File: src/include/ppf_pkg.sv
// Purpose: constants shared by the position feedback logic
// Assumes: 25 MHz system clock
// Notes:   select codes are one per decoded output line

package ppf_pkg;

  // system clock rate and settling time
  localparam int unsigned CLK_HZ          = 25_000_000;
  localparam int unsigned SETTLE_MS       = 100;
  localparam int unsigned SETTLE_CYCLES   = (CLK_HZ / 1000) * SETTLE_MS;

  // select line decode (4-bit binary code on select lines)
  localparam logic [3:0] SEL_HIGH_NIBBLE  = 4'h0;
  localparam logic [3:0] SEL_LOW_BYTE     = 4'h1;
  localparam logic [3:0] SEL_GATE_CMD     = 4'h2;
  localparam logic [3:0] SEL_GATE_STATUS  = 4'h3;
  localparam logic [3:0] SEL_GATE_JUMPER  = 4'h4;
  localparam logic [3:0] SEL_CLR_RIBBON   = 4'h5;
  localparam logic [3:0] SEL_CLR_RESTORE  = 4'h6;
  localparam logic [3:0] SEL_CLR_CARRIAGE = 4'h7;
  localparam logic [3:0] SEL_SET_WHEEL    = 4'h8;
  localparam int unsigned SEL_COUNT       = 10;

  // status byte field positions
  localparam int unsigned ST_CARRIAGE_EVEN_PHASE     = 0;
  localparam int unsigned ST_WHEEL_EVEN   = 1;
  localparam int unsigned ST_CARRIAGE_HOME_FLAG     = 2;
  localparam int unsigned ST_WHEEL_HOME   = 3;

  // command byte field positions
  localparam int unsigned CMD_RIB_RAISE   = 0;
  localparam int unsigned CMD_RIB_LOWER   = 1;
  localparam int unsigned CMD_RIB_REQ     = 2;
  localparam int unsigned CMD_RESTORE     = 3;

  // apb register map (byte addresses)
  localparam logic [7:0] REG_CONTROL      = 8'h00;
  localparam logic [7:0] REG_STATUS       = 8'h04;
  localparam logic [7:0] REG_COMMAND      = 8'h08;
  localparam logic [7:0] REG_JUMPER       = 8'h0c;

  // control register fields
  localparam int unsigned CTL_RESTORE     = 0;
  localparam int unsigned CTL_READY_BUSY  = 1;

  // control register reset value
  localparam logic [1:0] CTL_RESET        = 2'h1;

endpackage

File: src/hw/ppf_core.sv
// Purpose: ribbon latch, status synchronizers, carriage and wheel count
//          generators, select decoder and byte read-out
// Assumes: single system clock; all servo inputs asynchronous to it
// Notes:   count pulses are sticky flags cleared by the acknowledge inputs
//
// Function
// - ribbon raise and lower each set a flop
// - ribbon command holds wheel ready busy 100ms
// - latched ribbon command forwarded as request
// - resync even and home inputs to clock
// - four synced status bits gated to bus
// - one carriage pulse per 1/120 inch
// - even sampled alternately on phase xor
// - sample after even change sets carriage flag
// - carriage flag held until ack clear
// - wheel gives separate increment and decrement pulses
// - wheel outputs clocked by inverted phase xor
// - staging compared with even, gated, spurious rejected
// - two active-low wheel pulses per petal
// - wheel outputs preset by wheel acknowledge
// - decode select lines to one active-low output
// - decoder clears flops or addresses drivers
// - twelve-bit word read as nibble then byte
// - command, status and jumper gate selects
// - restore blocks strobes, forces all ready busy

`timescale 1ns/1ps

module ppf_core #(
  parameter int unsigned SETTLE_CYCLES = ppf_pkg::SETTLE_CYCLES,
  parameter int unsigned JUMPER_W      = 8
) (
  input  wire logic                 sys_clk_in,
  input  wire logic                 nrst_in,
  // apb slave
  input  wire logic                 psel_in,
  input  wire logic                 penable_in,
  input  wire logic                 pwrite_in,
  input  wire logic [7:0]           paddr_in,
  input  wire logic [31:0]          pwdata_in,
  output logic      [31:0]          prdata_out,
  output logic                      pready_out,
  output logic                      pslverr_out,
  // ribbon commands from the line receiver
  input  wire logic                 ribbon_raise_in,
  input  wire logic                 ribbon_lower_in,
  input  wire logic                 strobe_in,
  // servo feedback
  input  wire logic                 carriage_even_phase_in,
  input  wire logic                 carriage_phase_a_in,
  input  wire logic                 carriage_phase_b_in,
  input  wire logic                 carriage_home_flag_in,
  input  wire logic                 wheel_even_phase_in,
  input  wire logic                 wheel_phase_a_in,
  input  wire logic                 wheel_phase_b_in,
  input  wire logic                 wheel_home_flag_in,
  // microprocessor side
  input  wire logic                 carriage_count_ack_n_in,
  input  wire logic                 wheel_count_ack_n_in,
  input  wire logic [3:0]           select_code_in,
  input  wire logic                 input_enable_n_in,
  input  wire logic                 select_reset_n_in,
  input  wire logic [11:0]          command_word_in,
  input  wire logic [JUMPER_W-1:0]  jumper_in,
  output logic      [7:0]           mpu_bus_out,
  output logic      [ppf_pkg::SEL_COUNT-1:0] select_n_out,
  output logic                      low_byte_select_n_out,
  output logic                      high_nibble_select_n_out,
  output logic                      ribbon_request_out,
  output logic                      carriage_count_out,
  output logic                      wheel_inc_n_out,
  output logic                      wheel_dec_n_out,
  output logic                      wheel_ready_n_out,
  output logic                      ready_n_out,
  output logic                      strobe_accept_out
);

  localparam int unsigned CNT_W = $clog2(SETTLE_CYCLES + 1);

  // one-hot active-low decode of a select code
  function automatic logic [ppf_pkg::SEL_COUNT-1:0] decode_sel(input logic [3:0] code,
                                                               input logic       en);
    logic [ppf_pkg::SEL_COUNT-1:0] v;
    v = '1;
    if (en && (32'(code) < ppf_pkg::SEL_COUNT))
    begin
      v[code] = 1'b0;
    end
    return v;
  endfunction

  // direction of a phase step: true when a lags b, as on a forward move
  function automatic logic phase_fwd(input logic b,
                                     input logic pa);
    return b ^ pa;
  endfunction

  // synchroniser stages and internal signals
  logic [3:0] st_meta;
  logic [3:0] st_sync;
  logic [5:0] ph_meta;
  logic [5:0] ph_sync;
  logic [5:0] ph_last;
  logic       restore;
  logic       ready_force;
  logic       rib_raise;
  logic       rib_lower;
  logic [CNT_W-1:0] settle_cnt;
  logic       car_stage0;
  logic       car_stage1;
  logic       car_sel;
  logic       whl_stage0;
  logic       whl_stage1;
  logic       rib_take;
  logic       dec_en;
  logic [ppf_pkg::SEL_COUNT-1:0] next_sel_n;
  logic       apb_write;
  logic       apb_read;
  logic       car_step;
  logic       whl_step;
  logic       whl_fwd;
  logic       clr_ribbon;
  logic       clr_restore;
  logic       clr_carriage;
  logic       set_wheel;

  // system-clock synchronisers; first stage is read only by the second
  always_ff @(posedge sys_clk_in or negedge nrst_in)
  begin
    if (!nrst_in)
    begin
      st_meta <= 4'h0;
      st_sync <= 4'h0;
      ph_meta <= 6'h00;
      ph_sync <= 6'h00;
      ph_last <= 6'h00;
    end
    else
    begin
      st_meta <= {wheel_home_flag_in, carriage_home_flag_in,
                  wheel_even_phase_in, carriage_even_phase_in};
      st_sync <= st_meta;
      ph_meta <= {wheel_even_phase_in, wheel_phase_b_in, wheel_phase_a_in,
                  carriage_even_phase_in, carriage_phase_b_in, carriage_phase_a_in};
      ph_sync <= ph_meta;
      ph_last <= ph_sync;
    end
  end

  // select decode, gated by input enable and the reset strobe
  assign dec_en       = !input_enable_n_in || !select_reset_n_in;
  assign next_sel_n   = decode_sel(select_code_in, dec_en);
  assign clr_ribbon   = !next_sel_n[ppf_pkg::SEL_CLR_RIBBON];
  assign clr_restore  = !next_sel_n[ppf_pkg::SEL_CLR_RESTORE];
  assign clr_carriage = !next_sel_n[ppf_pkg::SEL_CLR_CARRIAGE];
  assign set_wheel    = !next_sel_n[ppf_pkg::SEL_SET_WHEEL];

  // apb and ribbon strobes; slave answers with no wait states
  assign apb_write = psel_in && penable_in && pwrite_in;
  assign apb_read  = psel_in && !pwrite_in;
  assign rib_take  = strobe_in && !restore;

  // phase edges: xor of a and b changes once per quarter cycle
  assign car_step = (ph_sync[0] ^ ph_sync[1]) != (ph_last[0] ^ ph_last[1]);
  assign whl_step = (!ph_sync[3] ^ !ph_sync[4]) != (!ph_last[3] ^ !ph_last[4]);
  assign whl_fwd  = phase_fwd(ph_sync[4], ph_last[3]);

  // control register: restore flop and forced-busy bit
  always_ff @(posedge sys_clk_in or negedge nrst_in)
  begin
    if (!nrst_in)
    begin
      restore     <= ppf_pkg::CTL_RESET[ppf_pkg::CTL_RESTORE];
      ready_force <= ppf_pkg::CTL_RESET[ppf_pkg::CTL_READY_BUSY];
    end
    else if (apb_write && paddr_in == ppf_pkg::REG_CONTROL)
    begin
      restore     <= pwdata_in[ppf_pkg::CTL_RESTORE];
      ready_force <= pwdata_in[ppf_pkg::CTL_READY_BUSY];
    end
    else if (clr_restore)
    begin
      restore <= 1'b0;
    end
  end

  // ribbon flops; restore blocks strobe acceptance, a set wins over a clear
  always_ff @(posedge sys_clk_in or negedge nrst_in)
  begin
    if (!nrst_in)
    begin
      rib_raise <= 1'b0;
      rib_lower <= 1'b0;
    end
    else
    begin
      rib_raise <= (rib_take && ribbon_raise_in) || (rib_raise && !clr_ribbon);
      rib_lower <= (rib_take && ribbon_lower_in) || (rib_lower && !clr_ribbon);
    end
  end

  // settling counter reloads on every accepted ribbon command
  always_ff @(posedge sys_clk_in or negedge nrst_in)
  begin
    if (!nrst_in)
    begin
      settle_cnt <= '0;
    end
    else if (rib_take && (ribbon_raise_in || ribbon_lower_in))
    begin
      settle_cnt <= CNT_W'(SETTLE_CYCLES);
    end
    else if (settle_cnt != '0)
    begin
      settle_cnt <= settle_cnt - CNT_W'(1);
    end
  end

  // carriage: even level staged alternately on each xor step
  always_ff @(posedge sys_clk_in or negedge nrst_in)
  begin
    if (!nrst_in)
    begin
      car_stage0    <= 1'b0;
      car_stage1    <= 1'b0;
      car_sel       <= 1'b0;
    end
    else if (car_step)
    begin
      car_sel <= !car_sel;
      if (car_sel)
      begin
        car_stage1 <= ph_sync[2];
      end
      else
      begin
        car_stage0 <= ph_sync[2];
      end
    end
  end

  // carriage flag: set after an even change, set wins over clear
  always_ff @(posedge sys_clk_in or negedge nrst_in)
  begin
    if (!nrst_in)
    begin
      carriage_count_out <= 1'b0;
    end
    else if (car_step && ph_sync[2] != (car_sel ? car_stage0 : car_stage1))
    begin
      carriage_count_out <= 1'b1;
    end
    else if (!carriage_count_ack_n_in || clr_carriage)
    begin
      carriage_count_out <= 1'b0;
    end
  end

  // wheel staging flops shift in the even level on each inverted xor step
  always_ff @(posedge sys_clk_in or negedge nrst_in)
  begin
    if (!nrst_in)
    begin
      whl_stage0    <= 1'b0;
      whl_stage1    <= 1'b0;
    end
    else if (whl_step)
    begin
      whl_stage1    <= whl_stage0;
      whl_stage0    <= ph_sync[5];
    end
  end

  // wheel outputs: only an even change with matching staging counts,
  // and only while no count is pending, so noise cannot double-count
  always_ff @(posedge sys_clk_in or negedge nrst_in)
  begin
    if (!nrst_in)
    begin
      wheel_inc_n_out <= 1'b1;
      wheel_dec_n_out <= 1'b1;
    end
    else if (whl_step && ph_sync[5] != whl_stage0 && whl_stage0 == whl_stage1
             && wheel_inc_n_out && wheel_dec_n_out)
    begin
      wheel_inc_n_out <= !whl_fwd;
      wheel_dec_n_out <= whl_fwd;
    end
    else if (!wheel_count_ack_n_in || set_wheel)
    begin
      wheel_inc_n_out <= 1'b1;
      wheel_dec_n_out <= 1'b1;
    end
  end

  // ready lines and registered status outputs
  always_ff @(posedge sys_clk_in or negedge nrst_in)
  begin
    if (!nrst_in)
    begin
      wheel_ready_n_out  <= 1'b1;
      ready_n_out        <= 1'b1;
      ribbon_request_out <= 1'b0;
      strobe_accept_out  <= 1'b0;
    end
    else
    begin
      wheel_ready_n_out  <= restore || ready_force || settle_cnt != '0;
      ready_n_out        <= restore || ready_force;
      ribbon_request_out <= rib_raise || rib_lower;
      strobe_accept_out  <= !restore;
    end
  end

  // decoder outputs registered for glitch-free selects
  always_ff @(posedge sys_clk_in or negedge nrst_in)
  begin
    if (!nrst_in)
    begin
      select_n_out             <= '1;
      low_byte_select_n_out    <= 1'b1;
      high_nibble_select_n_out <= 1'b1;
    end
    else
    begin
      select_n_out             <= next_sel_n;
      low_byte_select_n_out    <= next_sel_n[ppf_pkg::SEL_LOW_BYTE];
      high_nibble_select_n_out <= next_sel_n[ppf_pkg::SEL_HIGH_NIBBLE];
    end
  end

  // input bus mux: one source per gate select, idle reads zero
  always_ff @(posedge sys_clk_in or negedge nrst_in)
  begin
    if (!nrst_in)
    begin
      mpu_bus_out <= 8'h00;
    end
    else
    begin
      mpu_bus_out <= 8'h00;
      if (!next_sel_n[ppf_pkg::SEL_HIGH_NIBBLE])
      begin
        mpu_bus_out <= {4'h0, command_word_in[11:8]};
      end
      if (!next_sel_n[ppf_pkg::SEL_LOW_BYTE])
      begin
        mpu_bus_out <= command_word_in[7:0];
      end
      if (!next_sel_n[ppf_pkg::SEL_GATE_STATUS])
      begin
        mpu_bus_out <= {4'h0, st_sync};
      end
      if (!next_sel_n[ppf_pkg::SEL_GATE_CMD])
      begin
        mpu_bus_out <= {4'h0, restore, rib_raise || rib_lower, rib_lower, rib_raise};
      end
      if (!next_sel_n[ppf_pkg::SEL_GATE_JUMPER])
      begin
        mpu_bus_out <= 8'(jumper_in);
      end
    end
  end

  // apb read data and answer; addresses above the jumper register error
  always_ff @(posedge sys_clk_in or negedge nrst_in)
  begin
    if (!nrst_in)
    begin
      prdata_out  <= 32'h0000_0000;
      pready_out  <= 1'b0;
      pslverr_out <= 1'b0;
    end
    else
    begin
      pready_out  <= psel_in && !penable_in;
      pslverr_out <= psel_in && !penable_in && paddr_in > ppf_pkg::REG_JUMPER;
      prdata_out  <= 32'h0000_0000;
      if (apb_read && !penable_in)
      begin
        unique case (paddr_in)
          ppf_pkg::REG_CONTROL: prdata_out <= {30'h0, ready_force, restore};
          ppf_pkg::REG_STATUS:  prdata_out <= {28'h0, st_sync};
          ppf_pkg::REG_COMMAND: prdata_out <= {27'h0, carriage_count_out,
                                               restore, rib_raise || rib_lower,
                                               rib_lower, rib_raise};
          ppf_pkg::REG_JUMPER:  prdata_out <= 32'(jumper_in);
          default:              prdata_out <= 32'h0000_0000;
        endcase
      end
    end
  end

endmodule

File: config.mk
export PLATFORM = sky130hd
export DESIGN_NAME = ppf_core
export DESIGN_NICKNAME = d
export VERILOG_FILES = /design/src/include/ppf_pkg.sv /design/src/hw/ppf_core.sv
export SDC_FILE = /design/constraint.sdc
export NUM_CORES = 1
export LEC_CHECK = 0
export ABC_AREA = 1
export CAP_MARGIN = 0
export CORE_MARGIN = 1.5
export CORE_UTILIZATION = 40
export DETAILED_ROUTE_END_ITERATION = 10
export DONT_BUFFER_PORTS = 1
export GPL_TIMING_DRIVEN = 1
export PLACE_DENSITY_LB_ADDON = 0.25
export SETUP_SLACK_MARGIN = 0.02
export SLEW_MARGIN = 20
export SYNTH_ARGS = -nofsm -noshare
export SYNTH_HDL_FRONTEND = slang
export SYNTH_SLANG_ARGS = --single-unit
File: constraint.sdc
create_clock -name sys_clk_in -period 1.5 [get_ports sys_clk_in]
set_clock_uncertainty 0.1 [all_clocks]
set_input_delay 0.375 -clock sys_clk_in [delete_from_list [all_inputs] [get_ports sys_clk_in]]
set_output_delay 0.375 -clock sys_clk_in [all_outputs]
set_load 0.02 [all_outputs]
* Word level (Yosys, flattened, before mapping)
Cells that the tools add are included.
Storage, ports and cells: output and inout port bits 61, bits in registers 117, input bits 84, word-level logic and storage cells 121
Cells by class: reductions and logical operators 51, $lt $le $gt $ge 4, add/subtract/negate cells 1, multiplexer cells 20, equal/unequal tests 9, bitwise logic cells 7
Operator list (number):
- 2-to-1 mux 22 bit | 2
- 2-to-1 mux 8 bit | 5
- one-hot mux 8 bit (4 select lines) | 1
- nonzero test 22 bit | 1
- subtractor 22 x 1 -> 22 bit, second input constant | 1
- logical AND 1 bit | 20
- equality test 8 x 4 -> 1 bit, second input constant | 2
- logical NOT 1 bit | 15
- 2-to-1 mux 10 bit | 1
- inverter 10 bit | 1
- logical OR 1 bit | 9
- 2-to-1 mux 1 bit | 9
- equality test 8 x 3 -> 1 bit, second input constant | 1
- > comparator 8 x 4 -> 1 bit, second input constant | 1
- logical NOT 8 bit | 1
- nonzero test 2 bit | 3
- less-than comparator 4 x 5 -> 1 bit, second input constant | 1
- bitwise XOR 1 bit | 5
- demux 1 bit (select 4 bit) | 1
- >= comparator 4 x 1 -> 1 bit, second input constant | 1
- less-than comparator 4 bit, second input constant | 1
- 2-to-1 mux 4 bit | 1
- inequality test 1 bit | 4
- AND reduction 2 bit | 2
- 3 further kinds | 3

* Logic depth before layout (Yosys ltp)
Gate-level depths: netlist (run 1).
depth after elaboration 11, mapped depth 9, depth with buffers taken out 9

* Least setup slack after synthesis (run 1)
OpenSTA, ideal clock, no wires.
path type register to register, start reg settle_cnt[0], end reg settle_cnt[13], data required time 1287 ps, clock period less this slack 1622 ps, arrival time 1409 ps, stages on the path, launching flop included 10, library setup time 113 ps, slack -122 ps, path buffers 0, path through dfrtp_1 > inv_1 > ha_1 > nand2_4 > nor2_8 > nand3_4 > nor2_8 > inv_2 > nand2_1 > inv_1
On the way: longest elaborated chain between the ends 3, elaborated cells between the ends (all ways) 5, classes of those cells add/sub (1); mux (2); reduce/logical (2)
Ends and longest elaborated chain:
- start, declared | RTL line ppf_core.sv:108 | logic [CNT_W-1:0] settle_cnt;
- start signal, assigned | RTL line ppf_core.sv:211 | settle_cnt <= CNT_W'(SETTLE_CYCLES);
- start signal, assigned | RTL line ppf_core.sv:215 | settle_cnt <= settle_cnt - CNT_W'(1);
- subtractor 22 x 1 -> 22 bit | RTL line ppf_core.sv:215
- 2-to-1 mux 22 bit | RTL line ppf_core.sv:213 | else if (settle_cnt != '0)
- 2-to-1 mux 22 bit | RTL line ppf_core.sv:209 | else if (rib_take && (ribbon_raise_in || ribbon_lower_in))
Several ways; a longest one is shown, not always the timed one. The select of a mux whose other input is x is not followed. A chain may end at the register's enable or synchronous reset.

* Worst setup path after layout (run 1)
start reg settle_cnt[3], end reg settle_cnt[14]
The elaborated chain is that of the path after synthesis.

==> results.sh, run 1 <==
export IMPL_worst_reg2reg_setup_slack_ns=-0.07
export IMPL_cts_root_buffer="clkbuf_8"
export IMPL_drt_initial_drc_count=156
export IMPL_postLayoutSetupSlackWorst_ns=-0.0735
export IMPL_clock_tree_htree_level_count=3
export IMPL_synth_area_top_cells="dfrtp_1 (42%), nand2_1 (9.9%), dfstp_2 (9.4%)"
export IMPL_netlist_area_leader_share_pct=42.4
export IMPL_floorplan_rows=37
export IMPL_grt_antenna_before_repair=0
export IMPL_yosys_top_cells_count="nand2_1 (111), dfrtp_1 (71), inv_1 (64)"
export IMPL_design_die_area_sq_um=11100
export IMPL_crit_required_ns=1.66
export IMPL_critical_path_slowest_cell="dfrtp_2"
export IMPL_grt_start_max_net_pins=87
export IMPL_share_comb_of_total_power_pct=22.3
export IMPL_drc=0
export IMPL_placedCellCount=678
export IMPL_final_net_count=656
export IMPL_fin_util_pct=50.9
export IMPL_cellLeakagePower_nw=2.53
export IMPL_post_synth_top_count_cell="nand2_1"
export IMPL_start_util_pct=41.0
export IMPL_clockBufferDepth=2
export IMPL_seq_power_share_pct=49.9
export IMPL_min_delay_path_class="in2async"
export IMPL_timing_fmax_ghz=0.636
export IMPL_cts_reportedPaths_clkPinSlew_ns=0.09
export IMPL_clk_insertion_delay_late_ns=0.37
export IMPL_setup_violations_final=14
export IMPL_yosys_cell_types=37
export IMPL_via_count=3374
export IMPL_syn_mean_instance_area_sq_um=8.49
export IMPL_p_switching_w=0.00186
export IMPL_fraction_of_layout_instances_using_a_drive_strength_above_1_pct=30.6
export IMPL_synth_yosys_warnings=0
export IMPL_tritoncts="yes"
export IMPL_critPathArrivalTime_ns=1.74
export IMPL_endpoint_kind="flip-flop"
export IMPL_synth_seq_cells=86
export IMPL_post_route_cell_area_sq_um=5200
export IMPL_share_of_power_burned_in_the_clock_network_pct=27.8
export IMPL_largest_fanout_of_any_net_on_the_critical_path=7
export IMPL_violations="negative hold slack, negative setup slack"
export IMPL_finalCriticalPeriod_ns=1.57
export IMPL_synth_largest_area_cell="dfrtp_1"
export IMPL_total_clock_buffers_created_by_cts=9
export IMPL_postPlaceCellArea_sq_um=4650
export IMPL_die_height_um=105
export IMPL_numClockSinks=86
export IMPL_post_drt_via_cell_ratio=4.74
export IMPL_cap_violations=0
export IMPL_setup_repair_after_global_routing_missed_its_margin="yes"
export IMPL_overall_fraction_of_global_route_tracks_in_use_pct=18.1
export IMPL_syn_inst=494
export IMPL_ant_nets=0
export IMPL_synth_yosys_seq_area_share_pct=51.7
export IMPL_port_buffers=0
export IMPL_detailedRoute_firstPassIterationCount=4
export IMPL_dominantRegCellSynth="dfrtp_1"
export IMPL_core_area_sq_um=10200
export IMPL_critical_path_startpoint_type="flip-flop"
export IMPL_final_max_slew_viol_count=0
export IMPL_detailedPlace_worstSlack_ns=-0.116
export IMPL_net_sw_share_pct=32.5
export IMPL_final_hold_worst_slack_ns=-0.406
export IMPL_antenna_cells=0
export IMPL_cell_family_with_the_largest_share_of_critical_path_delay="simple AND/OR/NAND/NOR gates"
export IMPL_grt_pass1_vias=3390
export IMPL_aggregate_global_routing_overflow=0
export IMPL_nFillCells=963
export IMPL_avgRoutedWirePerCell_um=13.5
export IMPL_grt_pass1_wl_mm=15.6
export IMPL_design_portCount=145
export IMPL_reg2reg_to="settle_cnt[14]"
export IMPL_run_status="finished, violations left"
export IMPL_postSynth_asyncResetShare_pct=100
export IMPL_cts_hold_buffers=10
export IMPL_cp_common_cell="nor2_8"
export IMPL_timing_final_hold_violations=86
export IMPL_layout_cells_non_filler=712
export IMPL_place_gp_congestion=0.863
export IMPL_place_detailed_hpwl_mm=7.09
export IMPL_die_width_um=105
export IMPL_flow_area_growth_from_synthesis_pct=24.1
export IMPL_crit_path_max_incr_delay_ns=0.47
export IMPL_critical_path_reg2reg_startpoint="settle_cnt[3]"
export IMPL_internal_power_w=0.00385
export IMPL_syn_area_sq_um=4200
export IMPL_reg2reg_depth=7
export IMPL_synth_edff_count=0
export IMPL_crit_buf_inv=1
export IMPL_postRouteWirelength_mm=9.64
export IMPL_fin_crit_sh_pct=105
export IMPL_ir_drop_uv=521
export IMPL_worst_path_cell_chain="nor2_4, nand2_8, nor2_8, nand3_4, nor2_8, buf_12, nor2_2"
export IMPL_setup_worst_path_class="reg2reg"
export IMPL_pwr_density_cell_nw_per_um2=1100
-- cell type report --
type,instances,area (sq um),area share (%)
flip-flops and latches,86,2180,41.8
inverters,73,277,5.31
well taps,136,170,3.27
multi-input cells,330,1810,34.8
repair buffers,71,578,11.1
clock buffers,11,151,2.91
clock inverters,5,42.5,0.817
-- sequential cells by signal, summed over array words and instances (netlist names), 3 cells and up --
signal and flops:
st_meta 3, ph_sync 5, settle_cnt 22, ph_last 4
mpu_bus_out 8, select_n_out 10, ph_meta 5, prdata_out 8
st_sync 3
-- power by group through the flow --
| stage | registers, W | logic, W | clock network [W] |
|---|---|---|---|
| 3_3_place_gp | 0.00285 | 0.000994 | 0 |
| 2_1_floorplan | 0.00280 | 0.000729 | 0 |
| 3_5_place_dp | 0.00285 | 0.00102 | 0 |
| 6_report | 0.00285 | 0.00127 | 0.00159 |
| 4_1_cts | 0.00283 | 0.00112 | 0.00164 |
| 5_1_grt | 0.00288 | 0.00142 | 0.00176 |
-- per-layer routing --
layer	wire length (um)	track usage [%]	share of wire, %
met5	0	0	0
met4	218	9.20	2.3
met3	566	5.01	5.9
met2	4610	28.8	48
met1	4250	22.5	44
-- logic make-up (layout without fill, tap and decap cells) --
| logic type | after synthesis | after routing | share of synthesized area, % |
|---|---|---|---|
| simple gates | 262 | 262 | 29.7 |
| flops | 86 | 86 | 51.7 |
| other cells | 1 | 24 | 0.0894 |
| fa+ha+maj | 1 | 1 | 0.298 |
| compound gates | 32 | 32 | 4.27 |
| buf+inv | 101 | 160 | 11.6 |
| xor+xnor | 11 | 11 | 2.30 |
-- repair_timing --
item | 4_1_cts | 5_1_grt
hold endpoints to repair | 97 | 86
setup endpoints to repair | 26 | 35
buffers inserted | 5 | 3
resized for setup | 26 | 39
pin swaps | 13 | 11
-- layout by cell type (no fill, tap or decap), drive strengths merged --
| cell type | count |
|---|---|
| conb | 24 |
| o22ai | 2 |
| inv | 73 |
| or2 | 4 |
| a31oi | 1 |
| nand3 | 47 |
| dfrtp | 71 |
| clkinv | 2 |
| xnor2 | 5 |
| ha | 1 |
| nor4 | 1 |
| nand3b | 3 |
| buf | 61 |
| nand2 | 116 |
| a21oi | 11 |
| and2 | 1 |
| xor2 | 6 |
| clkbuf | 11 |
| o21ai | 18 |
| nand4 | 17 |
| nor3 | 10 |
| nor2 | 63 |
| dlygate4sd3 | 10 |
| clkinvlp | 3 |
| dfstp | 15 |
-- worst max-delay path by stage --
stage	from	slack [ns]	end	cells past startpoint
final	settle_cnt[3]	-0.07	settle_cnt[14]	7
after global placement	settle_cnt[4]	-0.1	settle_cnt[13]	8
after detailed placement	settle_cnt[4]	-0.12	settle_cnt[13]	8
after CTS	settle_cnt[3]	-0.06	settle_cnt[1]	6
after floorplan	settle_cnt[0]	0.03	settle_cnt[13]	9
after global routing	settle_cnt[2]	-0.14	settle_cnt[0]	6
-- through the flow --
step | setup TNS [ns] | total power [W] | hold slack, ns
2_1_floorplan | 0 | 0.00352 | -0.0206
3_3_place_gp | -0.661 | 0.00384 | -0.0183
3_5_place_dp | -0.903 | 0.00387 | -0.0180
4_1_cts | -0.322 | 0.00560 | -0.427
5_1_grt | -2.11 | 0.00606 | -0.439
6_report | -0.665 | 0.00571 | -0.406
Note: power is estimated with default switching activity, not from simulation.
==> run 2: changes to the inputs <==
Settings changed: BUFFER_PORTS_ARGS set to -buffer_cell sky130_fd_sc_hd__buf_2, DONT_BUFFER_PORTS 1 to not set.
==> run 2 against run 1 <==
The run ends with negative setup slack left. Final cell count grew 13%. Count of clock-buffer cells in the layout unchanged. Design area up 11%. Global-route usage is 1.3 points higher. Maximum frequency increased by 3.5%. First-iteration DRC count is 42% higher. Non-clock buffer count rose by 94. Combinational power is 24% higher. Via count grew 11%. Register-to-register slack better by 0.05 ns. Sequential power shrank 3%.
==> results.sh, run 2 (synthesis results as in run 1) <==
export IMPL_final_hold_worst_slack_ns=0.0223
export IMPL_fin_util_pct=56.3
export IMPL_detailedPlace_worstSlack_ns=-0.0717
export IMPL_aggregate_global_routing_overflow=0
export IMPL_net_sw_share_pct=32.7
export IMPL_die_height_um=105
export IMPL_critical_path_startpoint_type="flip-flop"
export IMPL_setup_worst_path_class="reg2reg"
export IMPL_min_delay_path_class="in2reg"
export IMPL_setup_violations_final=10
export IMPL_cap_violations=0
export IMPL_via_count=3736
export IMPL_run_status="finished, violations left"
export IMPL_share_comb_of_total_power_pct=26.9
export IMPL_final_max_slew_viol_count=0
export IMPL_cellLeakagePower_nw=2.98
export IMPL_cts_reportedPaths_clkPinSlew_ns=0.09
export IMPL_timing_fmax_ghz=0.658
export IMPL_crit_required_ns=1.65
export IMPL_grt_pass1_wl_mm=16.8
export IMPL_worstHoldEndpoint="ph_meta[4]"
export IMPL_avgRoutedWirePerCell_um=12.5
export IMPL_grt_antenna_before_repair=0
export IMPL_drc=0
export IMPL_violations="negative setup slack"
export IMPL_internal_power_w=0.00394
export IMPL_final_cell_mix="nand2_1 (103), buf_2 (73), dfrtp_1 (67)"
export IMPL_sequential_cell_area_sq_um=2180
export IMPL_reg2reg_to="settle_cnt[18]"
export IMPL_critical_path_reg2reg_startpoint="settle_cnt[13]"
export IMPL_fin_crit_sh_pct=101
export IMPL_place_detailed_hpwl_mm=7.71
export IMPL_postLayoutSetupSlackWorst_ns=-0.0198
export IMPL_design_portCount=145
export IMPL_antenna_cells=0
export IMPL_core_area_sq_um=10200
export IMPL_numClockSinks=86
export IMPL_tritoncts="yes"
export IMPL_floorplan_rows=37
export IMPL_clk_insertion_delay_late_ns=0.36
export IMPL_cts_root_buffer="clkbuf_8"
export IMPL_nFillCells=943
export IMPL_port_buffers=90
export IMPL_p_switching_w=0.00191
export IMPL_place_gp_congestion=0.868
export IMPL_flip_flop_count_of_the_largest_register_after_layout=22
export IMPL_die_width_um=105
export IMPL_fraction_of_layout_instances_using_a_drive_strength_above_1_pct=40.4
export IMPL_clockBufferDepth=2
export IMPL_design_die_area_sq_um=11100
export IMPL_drt_initial_drc_count=222
export IMPL_clock_tree_htree_level_count=3
export IMPL_reg2reg_depth=8
export IMPL_detailedRoute_firstPassIterationCount=5
export IMPL_layout_cells_most_common="nand2_1"
export IMPL_ir_drop_uv=419
export IMPL_worst_reg2reg_setup_slack_ns=-0.02
export IMPL_flow_area_growth_from_synthesis_pct=37.3
export IMPL_largest_fanout_of_any_net_on_the_critical_path=5
export IMPL_placedCellCount=778
export IMPL_largestRegisters="settle_cnt x22, select_n_out x10"
export IMPL_seq_power_share_pct=47.2
export IMPL_hp_start="wheel_phase_b_in"
export IMPL_setup_repair_after_global_routing_missed_its_margin="yes"
export IMPL_multi_input_comb_area_sq_um=1790
export IMPL_postRouteWirelength_mm=10.1
export IMPL_final_net_count=751
export IMPL_overall_fraction_of_global_route_tracks_in_use_pct=19.4
export IMPL_holdPathStages=1
export IMPL_grt_pass1_vias=3666
export IMPL_post_drt_via_cell_ratio=4.63
export IMPL_endpoint_kind="flip-flop"
export IMPL_share_of_power_burned_in_the_clock_network_pct=25.9
export IMPL_start_util_pct=41.0
export IMPL_finalCriticalPeriod_ns=1.52
export IMPL_pwr_density_cell_nw_per_um2=1020
export IMPL_critPathArrivalTime_ns=1.67
export IMPL_max_flop_register="settle_cnt"
export IMPL_ant_nets=0
export IMPL_timing_final_hold_violations=0
export IMPL_layout_cells_non_filler=807
export IMPL_total_clock_buffers_created_by_cts=9
export IMPL_grt_start_max_net_pins=31
==> run 2: cell types whose count changed in the layout (fill, tap and decap cells not counted), moves of 2 or more <==
cell | previous run | this run
nor2_1 | 29 | 32
clkinvlp_4 | 3 | 1
buf_4 | 58 | 66
clkinv_4 | 1 | 3
buf_6 | 2 | 19
dlygate4sd3_1 | 10 | 5
buf_2 | 0 | 73
==> run 2: cell type report <==
class | instances | area share (%)
Clock inverter | 5 | 0.738
Timing Repair Buffer | 165 | 20.2
Clock buffer | 11 | 2.45
Inverter | 73 | 4.80
Multi-Input combinational cell | 331 | 31.1
Sequential cell | 86 | 37.8
Tap cell | 136 | 2.95
==> run 2: power groups by stage <==
stage | Combinational, W | Clock, W | Sequential (W)
6_report | 0.00158 | 0.00152 | 0.00276
4_1_cts | 0.00146 | 0.00158 | 0.00274
3_3_place_gp | 0.00128 | 0 | 0.00275
2_1_floorplan | 0.000729 | 0 | 0.00280
5_1_grt | 0.00175 | 0.00170 | 0.00279
3_5_place_dp | 0.00132 | 0 | 0.00276
==> run 2: repair_timing <==
action | 4_1_cts | 5_1_grt
endpoints found under the setup margin | 35 | 41
hold buffers | 2 | 3
resized for setup | 52 | 39
gates cloned | 1 | 0
hold endpoints to repair | 18 | 3
pin swaps | 13 | 20
buffers inserted | 4 | 3
==> run 2: worst max-delay path, cell delays in order (launching register included) <==
cell and delay (ns):
dfrtp_1 0.43, nor2_2 0.17, nand2_2 0.11, nor2_4 0.14
nand3_4 0.14, nor2_8 0.18, inv_4 0.06, nand2_1 0.06
inv_1 0.04
==> run 2: how the worst max path moves through the flow <==
stage                        start        endpoint  slack (ns)  depth (start not counted)
detailed placement   settle_cnt[4]   settle_cnt[1]       -0.07                          6
finish              settle_cnt[13]  settle_cnt[18]       -0.02                          8
floorplan            settle_cnt[0]  settle_cnt[13]        0.03                          9
global placement    settle_cnt[12]  settle_cnt[18]       -0.05                          8
global route        settle_cnt[13]   settle_cnt[8]       -0.11                          7
CTS                  settle_cnt[0]   settle_cnt[0]       -0.03                          7
==> run 2: through the flow <==
step,TNS (ns),instance area [sq um],power [W]
after global placement,-0.276,5200,0.00403
after global routing,-2.10,5760,0.00625
after floorplan,0,4290,0.00352
after detailed placement,-0.482,5200,0.00408
after CTS,-0.232,5600,0.00577
final,-0.0520,5760,0.00586
==> run 2: metal layers <==
metal / vias to the layer above / wire length, um / share of wire [%] / GRT usage, %
li1: 1860 / - / - / -
met4: 0 / 193 / 1.9 / 8.02
met3: 14 / 583 / 5.8 / 4.64
met2: 121 / 4820 / 48 / 31.6
met5: - / 0 / 0 / 0
met1: 1741 / 4490 / 45 / 24.7
